`config.mk`:
```
export PLATFORM = sky130hd
export DESIGN_NAME = sid_id_map
export DESIGN_NICKNAME = d
export VERILOG_FILES = /design/src/sid_pkg.sv /design/src/sid_id_map.sv /design/src/sid_field_fmt.sv
export SDC_FILE = /design/constraint.sdc
export NUM_CORES = 1
export LEC_CHECK = 0
export BUFFER_PORTS_ARGS = -buffer_cell sky130_fd_sc_hd__buf_2
export CAP_MARGIN = 25
export CORE_ASPECT_RATIO = 0.7
export CORE_MARGIN = 2
export CORE_UTILIZATION = 44
export CTS_CLUSTER_DIAMETER = 40
export CTS_CLUSTER_SIZE = 24
export DETAILED_ROUTE_END_ITERATION = 10
export PLACE_DENSITY = 0.8
export SLEW_MARGIN = 5
export SYNTH_ARGS = -nofsm -noshare
export SYNTH_HDL_FRONTEND = slang
export SYNTH_SLANG_ARGS = --single-unit
```
`constraint.sdc`:
```
create_clock -name pclk -period 1.7 [get_ports pclk]
set_input_delay 0.34 -clock pclk [delete_from_list [all_inputs] [get_ports pclk]]
set_output_delay 0.34 -clock pclk [all_outputs]
set_load 0.01 [all_outputs]
```
`src/sid_pkg.sv`:
```
// Package: serial identification page map constants and field layouts
package sid_pkg;
    // Byte addresses within the 256-byte management space
    localparam logic [7:0] PAGE_SEL_ADDR = 8'h7f;
    localparam logic [7:0] PAGE_ID = 8'h00;
    localparam logic [7:0] EXT_ID_ADDR = 8'h81;
    localparam logic [7:0] CONNECTOR_ADDR = 8'h82;
    localparam logic [7:0] COMPLY_ADDR = 8'h83;
    localparam logic [7:0] COMPLY_LAST = 8'h8a;
    localparam logic [7:0] ENCODING_ADDR = 8'h8b;
    localparam logic [7:0] RATE100_ADDR = 8'h8c;
    localparam logic [7:0] RATESEL_ADDR = 8'h8d;
    localparam logic [7:0] SM_LEN_ADDR = 8'h8e;
    localparam logic [7:0] OM3_LEN_ADDR = 8'h8f;
    localparam logic [7:0] OM2_LEN_ADDR = 8'h90;
    localparam logic [7:0] OM1_LEN_ADDR = 8'h91;
    localparam logic [7:0] CABLE_LEN_ADDR = 8'h92;
    localparam logic [7:0] DEV_TECH_ADDR = 8'h93;
    localparam logic [7:0] VNAME_ADDR = 8'h94;
    localparam logic [7:0] VNAME_LAST = 8'ha3;
    localparam logic [7:0] IRATE_ADDR = 8'ha4;
    localparam logic [7:0] VCID_ADDR = 8'ha5;
    localparam logic [7:0] VCID_LAST = 8'ha7;
    localparam logic [7:0] VPART_ADDR = 8'ha8;
    localparam logic [7:0] VPART_LAST = 8'hb7;
    localparam logic [7:0] RATE250_ADDR = 8'hde;
    localparam logic [7:0] UPPER_BASE = 8'h80;
    // APB word offsets (byte address = 4 * byte index)
    localparam logic [11:0] APB_SPAN = 12'h0400;
    // Field positions
    localparam int POWER_LSB = 0;
    localparam int RX_CDR_BIT = 2;
    localparam int TX_CDR_BIT = 3;
    localparam int CATALOG_BIT = 4;
    localparam int TX_TECH_LSB = 4;
    // Codes and saturations
    localparam logic [7:0] RATE_ESCAPE = 8'hff;
    localparam logic [7:0] LEN_SAT = 8'hff;
    localparam logic [7:0] LEN_MIN_CABLE = 8'h01;
    localparam logic [7:0] ASCII_SPACE = 8'h20;
    localparam logic [7:0] CONN_NONE_SEP = 8'h23;
    localparam logic [3:0] TECH_VCSEL850 = 4'h0;
    localparam logic [3:0] TECH_COPPER_LO = 4'ha;
    localparam logic [7:0] RATESEL_MASK = 8'h01;
    localparam logic [7:0] IRATE_MASK = 8'h1f;
    localparam logic [7:0] EXT_ID_MASK = 8'hdf;
    // Reach limits in metres; read data reset value
    localparam int VCSEL_MAX_M = 508;
    localparam int CABLE_MAX_M = 254;
    localparam logic [31:0] RDATA_RST = 32'h0000_0000;
endpackage

```
`src/sid_id_map.sv`:
```
// Top: read-only identification page served over APB
// Operation
// - Extended identifier bits 1-0 give full-power class 1.5/2.5/3.5/4.5 W.
// - Bit 3 flags transmit clock recovery, bit 2 receive clock recovery.
// - Bit 4 flags stored catalogue code; bit 5 reserved, reads zero.
// - Connector byte always present, using defined, vendor or unknown codes.
// - Eight compliance bytes carry at least one set indicator bit.
// - Encoding byte always holds the line encoding code.
// - Rate given in 100 Mb/s and 250 Mb/s steps in two bytes.
// - Zero means unspecified; above 25.4 Gb/s first byte reads FFh.
// - Rate-select tag byte: bit 0 version 1, bits 7-1 reserved zero.
// - Single-mode reach in km; zero means unsupported or technology derived.
// - Extended-bandwidth multimode reach in 2 metre steps; zero unsupported.
// - Standard multimode reaches in 1 metre steps; zero unsupported.
// - Cable assemblies report zero in all four fibre length bytes.
// - Combined length: 2 m steps for 850 nm laser, else 1 m cable.
// - Cable shorter than one metre reports one, never zero; a 0 m cable reach reads zero here.
// - Zero if not cable or derived; 255 beyond 508 m or 254 m.
// - Technology low nibble: wavelength control, cooled, avalanche, tuneable.
// - Technology high nibble encodes transmitter kind; 1010b up means copper.
// - Vendor name 16 ASCII, space padded; name or company id valid.
// - Interconnect rate byte flags five generations in bits 4-0.
// - Vendor company id is three bytes; all zero means unspecified.
// - Part number 16 ASCII bytes, space padded; zero means unspecified.
// - Bytes 128-255 show this page only while page select holds 00h.
//
// The APB slave port was decided locally.
`timescale 1ns/1ps
module sid_id_map #(
    parameter logic [1:0] POWER_CLASS = 2'b00,
    parameter bit TX_CDR = 1'b0,
    parameter bit RX_CDR = 1'b0,
    parameter bit CATALOG_PRESENT = 1'b0,
    parameter logic [7:0] CONNECTOR = 8'h07,
    parameter logic [63:0] COMPLIANCE = 64'h0000_0000_0000_0001,
    parameter logic [7:0] ENCODING = 8'h00,
    parameter int RATE_MBPS = 10300,
    parameter logic [7:0] RATE_SEL_TAGS = 8'h01,
    parameter int SM_REACH_KM = 0,
    parameter int OM3_REACH_M = 300,
    parameter int OM2_REACH_M = 0,
    parameter int OM1_REACH_M = 0,
    parameter int COMBINED_REACH_M = 400,
    parameter logic [3:0] TX_TECH = 4'h0,
    parameter logic [3:0] TECH_FLAGS = 4'h0,
    // Arbitrary text and identifier, not a real vendor
    parameter logic [127:0] VENDOR_NAME = "GENERIC VENDOR  ",
    parameter logic [23:0] VENDOR_CID = 24'h00_0000,
    parameter logic [127:0] VENDOR_PART = "PART-0001       ",
    parameter logic [7:0] RATE_GEN_FLAGS = 8'h01
) (
    // Clock and reset
    input wire logic pclk,
    input wire logic presetn,
    // APB slave
    input wire logic psel,
    input wire logic penable,
    input wire logic pwrite,
    input wire logic [11:0] paddr,
    input wire logic [31:0] pwdata,
    input wire logic [3:0] pstrb,
    output logic [31:0] prdata,
    output logic pready,
    output logic pslverr
);
    initial begin
        if (RATE_MBPS < 0 || SM_REACH_KM > 255 || OM3_REACH_M < 0 || OM2_REACH_M < 0)
            $error("sid_id_map: bad reach or rate");
        if (VENDOR_NAME == 128'h0 && VENDOR_CID == 24'h0)
            $error("sid_id_map: name or company id must be valid");
        if (COMPLIANCE == 64'h0)
            $error("sid_id_map: compliance field empty");
    end

    // Derived fixed bytes
    localparam bit IS_CABLE = (TX_TECH >= sid_pkg::TECH_COPPER_LO);
    localparam bit IS_VCSEL = (TX_TECH == sid_pkg::TECH_VCSEL850);
    localparam int RATE_100 = RATE_MBPS / 100;
    localparam int RATE_250 = RATE_MBPS / 250;
    localparam logic [7:0] RATE100_B =
        (RATE_MBPS > 25400) ? sid_pkg::RATE_ESCAPE : 8'(RATE_100);
    localparam logic [7:0] RATE250_B = (RATE_250 > 255) ? 8'hff : 8'(RATE_250);
    localparam logic [7:0] EXT_ID_B = 8'({CATALOG_PRESENT, TX_CDR, RX_CDR, POWER_CLASS})
        & sid_pkg::EXT_ID_MASK;

    logic [7:0] om3_b;
    logic [7:0] om2_b;
    logic [7:0] om1_b;
    logic [7:0] comb_b;
    logic [7:0] sm_b;

    sid_field_fmt #(.STEP_M(2), .MAX_M(510), .FLOOR_ONE(1'b0)) u_om3 (
        .reach_m(16'(OM3_REACH_M)),
        .is_cable(IS_CABLE),
        .code(om3_b)
    );
    sid_field_fmt #(.STEP_M(1), .MAX_M(255), .FLOOR_ONE(1'b0)) u_om2 (
        .reach_m(16'(OM2_REACH_M)),
        .is_cable(IS_CABLE),
        .code(om2_b)
    );
    sid_field_fmt #(.STEP_M(1), .MAX_M(255), .FLOOR_ONE(1'b0)) u_om1 (
        .reach_m(16'(OM1_REACH_M)),
        .is_cable(IS_CABLE),
        .code(om1_b)
    );
    sid_field_fmt #(.STEP_M(1), .MAX_M(255), .FLOOR_ONE(1'b0)) u_sm (
        .reach_m(16'(SM_REACH_KM)),
        .is_cable(IS_CABLE),
        .code(sm_b)
    );
    // Combined byte: VCSEL 2 m steps to 508 m, cable 1 m steps to 254 m
    sid_field_fmt #(
        .STEP_M(IS_VCSEL ? 2 : 1),
        .MAX_M(IS_VCSEL ? sid_pkg::VCSEL_MAX_M : sid_pkg::CABLE_MAX_M),
        .FLOOR_ONE(IS_CABLE)
    ) u_comb (
        .reach_m((IS_VCSEL || IS_CABLE) ? 16'(COMBINED_REACH_M) : 16'h0000),
        .is_cable(1'b0),
        .code(comb_b)
    );

    typedef struct packed {
        logic [7:0] page;
        logic [31:0] rdata;
        logic ready;
        logic err;
    } sid_state_s;

    sid_state_s st_ff;
    sid_state_s nxt_st;

    logic [7:0] byte_idx;
    logic in_span;
    logic [7:0] rd_byte;
    logic [3:0] off;

    assign byte_idx = paddr[9:2];
    assign in_span = (paddr < sid_pkg::APB_SPAN) && (paddr[1:0] == 2'b00);

    // Byte lookup; only page 00h is held here, other pages read zero
    always_comb begin
        off = 4'h0;
        rd_byte = 8'h00;
        if (byte_idx == sid_pkg::PAGE_SEL_ADDR) begin
            rd_byte = st_ff.page;
        end else if (byte_idx >= sid_pkg::UPPER_BASE && st_ff.page == sid_pkg::PAGE_ID) begin
            if (byte_idx == sid_pkg::EXT_ID_ADDR) begin
                rd_byte = EXT_ID_B;
            end else if (byte_idx == sid_pkg::CONNECTOR_ADDR) begin
                rd_byte = CONNECTOR;
            end else if (byte_idx >= sid_pkg::COMPLY_ADDR && byte_idx <= sid_pkg::COMPLY_LAST) begin
                off = 4'(byte_idx - sid_pkg::COMPLY_ADDR);
                rd_byte = COMPLIANCE[8 * (7 - off) +: 8];
            end else if (byte_idx == sid_pkg::ENCODING_ADDR) begin
                rd_byte = ENCODING;
            end else if (byte_idx == sid_pkg::RATE100_ADDR) begin
                rd_byte = RATE100_B;
            end else if (byte_idx == sid_pkg::RATESEL_ADDR) begin
                rd_byte = RATE_SEL_TAGS & sid_pkg::RATESEL_MASK;
            end else if (byte_idx == sid_pkg::SM_LEN_ADDR) begin
                rd_byte = sm_b;
            end else if (byte_idx == sid_pkg::OM3_LEN_ADDR) begin
                rd_byte = om3_b;
            end else if (byte_idx == sid_pkg::OM2_LEN_ADDR) begin
                rd_byte = om2_b;
            end else if (byte_idx == sid_pkg::OM1_LEN_ADDR) begin
                rd_byte = om1_b;
            end else if (byte_idx == sid_pkg::CABLE_LEN_ADDR) begin
                rd_byte = comb_b;
            end else if (byte_idx == sid_pkg::DEV_TECH_ADDR) begin
                rd_byte = {TX_TECH, TECH_FLAGS};
            end else if (byte_idx >= sid_pkg::VNAME_ADDR && byte_idx <= sid_pkg::VNAME_LAST) begin
                off = 4'(byte_idx - sid_pkg::VNAME_ADDR);
                rd_byte = VENDOR_NAME[8 * (15 - off) +: 8];
            end else if (byte_idx == sid_pkg::IRATE_ADDR) begin
                rd_byte = RATE_GEN_FLAGS & sid_pkg::IRATE_MASK;
            end else if (byte_idx >= sid_pkg::VCID_ADDR && byte_idx <= sid_pkg::VCID_LAST) begin
                off = 4'(byte_idx - sid_pkg::VCID_ADDR);
                rd_byte = VENDOR_CID[8 * (2 - off) +: 8];
            end else if (byte_idx >= sid_pkg::VPART_ADDR && byte_idx <= sid_pkg::VPART_LAST) begin
                off = 4'(byte_idx - sid_pkg::VPART_ADDR);
                rd_byte = VENDOR_PART[8 * (15 - off) +: 8];
            end else if (byte_idx == sid_pkg::RATE250_ADDR) begin
                rd_byte = RATE250_B;
            end
        end
    end

    // No wait states: answer registered at the edge ending setup, access completes at the next edge
    always_comb begin
        nxt_st = st_ff;
        nxt_st.ready = 1'b0;
        nxt_st.err = 1'b0;
        if (psel && !penable) begin
            nxt_st.ready = 1'b1;
            // Out-of-span or unaligned accesses complete with an error flag
            nxt_st.err = !in_span;
            nxt_st.rdata = {24'h00_0000, rd_byte};
            if (pwrite) begin
                nxt_st.rdata = sid_pkg::RDATA_RST;
            end
        end
        // Write lands only at the edge that completes the access
        if (psel && penable && st_ff.ready && !st_ff.err && pwrite) begin
            // Only the page select byte accepts writes; id bytes ignore them
            if (byte_idx == sid_pkg::PAGE_SEL_ADDR && pstrb[0]) begin
                nxt_st.page = pwdata[7:0];
            end
        end
    end

    always_ff @(posedge pclk or negedge presetn) begin
        if (!presetn) begin
            st_ff <= '{page: sid_pkg::PAGE_ID, rdata: sid_pkg::RDATA_RST, ready: 1'b0, err: 1'b0};
        end else begin
            st_ff <= nxt_st;
        end
    end

    assign prdata = st_ff.rdata;
    assign pready = st_ff.ready;
    assign pslverr = st_ff.err;
endmodule // sid_id_map

```
`src/sid_field_fmt.sv`:
```
// Fixed-field formatter: turns a raw reach figure into its length byte
`timescale 1ns/1ps
module sid_field_fmt #(
    parameter int STEP_M = 1,
    parameter int MAX_M = 254,
    parameter bit FLOOR_ONE = 1'b0
) (
    // Raw figure
    input wire logic [15:0] reach_m,
    input wire logic is_cable,
    // Encoded byte
    output logic [7:0] code
);
    initial begin
        if (STEP_M < 1 || MAX_M < STEP_M)
            $error("sid_field_fmt: bad step or limit");
    end
    logic [15:0] units;
    always_comb begin
        units = reach_m / 16'(STEP_M);
        if (is_cable) begin
            code = 8'h00;
        end else if (reach_m == 16'h0000) begin
            code = 8'h00;
        end else if (reach_m > 16'(MAX_M)) begin
            code = sid_pkg::LEN_SAT;
        end else if (FLOOR_ONE && units == 16'h0000) begin
            code = sid_pkg::LEN_MIN_CABLE;
        end else begin
            code = units[7:0];
        end
    end
endmodule // sid_field_fmt

```
==> impl_metrics.ini <==
[detailed_routing]
drc_errors = 0
vias = 2384
first_pass_iters = 5
drtIter0Drc = 327
via_per_inst = 5.87
wl_per_cell_um = 17.4
drtAntennaViolNets = 0
wirelength_um = 7050

[setup_path]
critPathCaptureType = register
crit_fanout = 4
cp-start-kind = register
required_ps = 1900
crit_chain = or3_4, a2111oi_4, and2_4, buf_6, a31o_1
critPathTopFamily = simple AND/OR/NAND/NOR gates
worst_ep_arrival_time_ps = 1960
crit_buf_inv = 1
slowest_stage = or3_4
crit_type = register to register
max_stage_delay_ps = 430

[global_routing]
grt_max_degree = 19
grt-ovfl-total = 0
grtUsageTotal = 0.237
grt_most_used_layer = met2
use_met3 = 0.0581
grt_pass1_wl_um = 9780
antenna_found_initial = 0
grt_util_met1 = 0.329
met2_usage = 0.376
first_global_vias = 1985

[cts]
cts.htree.levels = 1
clk_latency_ps = 260
numCtsBuffers = 3
cts_buffer_depth = 2
cts_tree = done
clock_sink_count = 18
clk_pin_slew_worst_paths_ps = 70
cts_root_buf = clkbuf_8
postCtsHoldBufs = 0

[power]
netSwitchingPower_w = 0.000432
switching_share = 0.330
clkPwrFrac = 0.275
leakagePower_nw = 1.54
vdd_drop_max_mv = 0.251
p_seq_frac = 0.339
p_per_area_mw_per_mm2 = 418
intPower_w = 0.000875
power_w = 0.00131
comb_power_share = 0.386

[timing]
hold_violations = 0
finalCritPeriodShare = 1.03
setup_viol = 8
min_period_ps = 1760
setup_slack_ps = -58.0
fmax_mhz = 569
grt_setup_unrepaired = yes
drv_slew = 0
whs_ps = 2.77
fin_tns_setup_ps = -202
clock_skew_ps = 6.43

[synth]
synth_area_leaders = dfrtp_1, buf_4, ha_1
synth_top_cell_by_area = dfrtp_1
synth_seq_cells = 18
synth_area_mm2 = 0.00211
avgSynthCellArea_um2 = 8.16
synthDistinctLibCells = 58
ys_warn_count = 0
synth-edff-count = 0
ys.flop_type = dfrtp_1
yosysSeqAreaShare = 0.213
synthCells = 259
synth-async-reset-ratio = 1.00
yosysTopAreaCellShare = 0.213

[cells_and_area]
drive_above_1_share = 0.473
stdcell_count = 406
diodes = 0
nets = 417
layout_commonest_cell = buf_4
layout_common_cells = buf_4, buf_2, conb_1
area_delta_synth_final_pct = 47.9

[run_status]
status = complete, but fails checks
violations = setup timing

[die]
io_pins = 87
die_area_mm2 = 0.00539
rows = 21
start_util = 0.450
fp.dieW_um = 86.9
coreArea_mm2 = 0.00470
die_h_um = 62

[placed_design]
place_congestion = 0.943
place_ws_ps = -421
dp.cells = 393
portBuffers = 35
dp_hpwl_um = 4910

[job]
max_cap_violations = 0

[min_path]
hp-class = input pin to asynchronous set/reset pin
## sequential cells by signal (all words and copies together), names as in the netlist
name	cells
prdata	8
pslverr	1
pready	1
st_ff	8
## final timing paths
check / start / to / slack [ps] / cells after the start
setup / recovery: st_ff[35] / prdata[5] / -60 / 5
hold / removal: presetn / pslverr / 3 / 1
setup reg to reg: st_ff[35] / prdata[5] / -60 / 5
hold reg to reg: prdata[3] / prdata[3] / 500 / 2
max in group asynchronous: presetn / prdata[4] / 1390 / 1
min in group pclk: paddr[0] / pslverr / 290 / 3
## per-layer routing
layer,vias to the layer above,routed length (um)
li1,1064,-
met2,150,3300
met1,1137,2900
met5,-,0
met4,0,187
met3,33,657
## cells in the mapped netlist, drive strengths merged, types with 6 or more instances
cell type and instances:
buf 38, nand2 22, a21oi 19, dfrtp 18, ha 14, nand3 14
nor2 14, o21ai 14, clkbuf 8, mux2 8, a21o 6, and2 6
inv 6
## logic make-up (layout without fill, tap and decap cells)
family	Yosys count	in the layout	synth area share
compound gates	66	66	0.224
xor+xnor	1	1	0.00414
fa+ha+maj	14	14	0.0828
buf+inv	52	119	0.155
flops	18	18	0.213
mux	13	13	0.0663
other cells	1	24	0.00177
simple gates	94	94	0.253
## worst reg2reg max path, cell delays in order, from the launching register on
cell,delay (ps)
dfrtp_1,410
or3_4,430
a2111oi_4,370
and2_4,260
buf_6,100
a31o_1,130
## layout make-up
cell class | instances | area (um2)
inverters | 6 | 45.0
repair buffers | 109 | 812
multi-input cells | 212 | 1690
well taps | 57 | 71.3
flip-flops and latches | 18 | 450
clock buffers | 4 | 55.1
fillers | 351 | 1580
## timing repair
item,4_1_cts,5_1_grt
endpoints found under the setup margin,12,16
resized for setup,17,32
pin swaps,12,18
setup buffers,3,7
## per-stage QoR
step	utilization	area, um2
3_3_place_gp	0.595	2800
3_5_place_dp	0.595	2800
4_1_cts	0.623	2930
6_report	0.665	3130
2_1_floorplan	-	2400
5_1_grt	0.665	3130
## power by group through the flow
stage	sequential, W	combinational [W]	clock (W)
floorplan	0.000453	0.000302	0
global placement	0.000451	0.000423	0
detailed placement	0.000452	0.000436	0
CTS	0.000444	0.000455	0.000355
global route	0.000445	0.000539	0.000375
finish	0.000444	0.000504	0.000360
No activity file was read; power rests on OpenSTA's default activity.
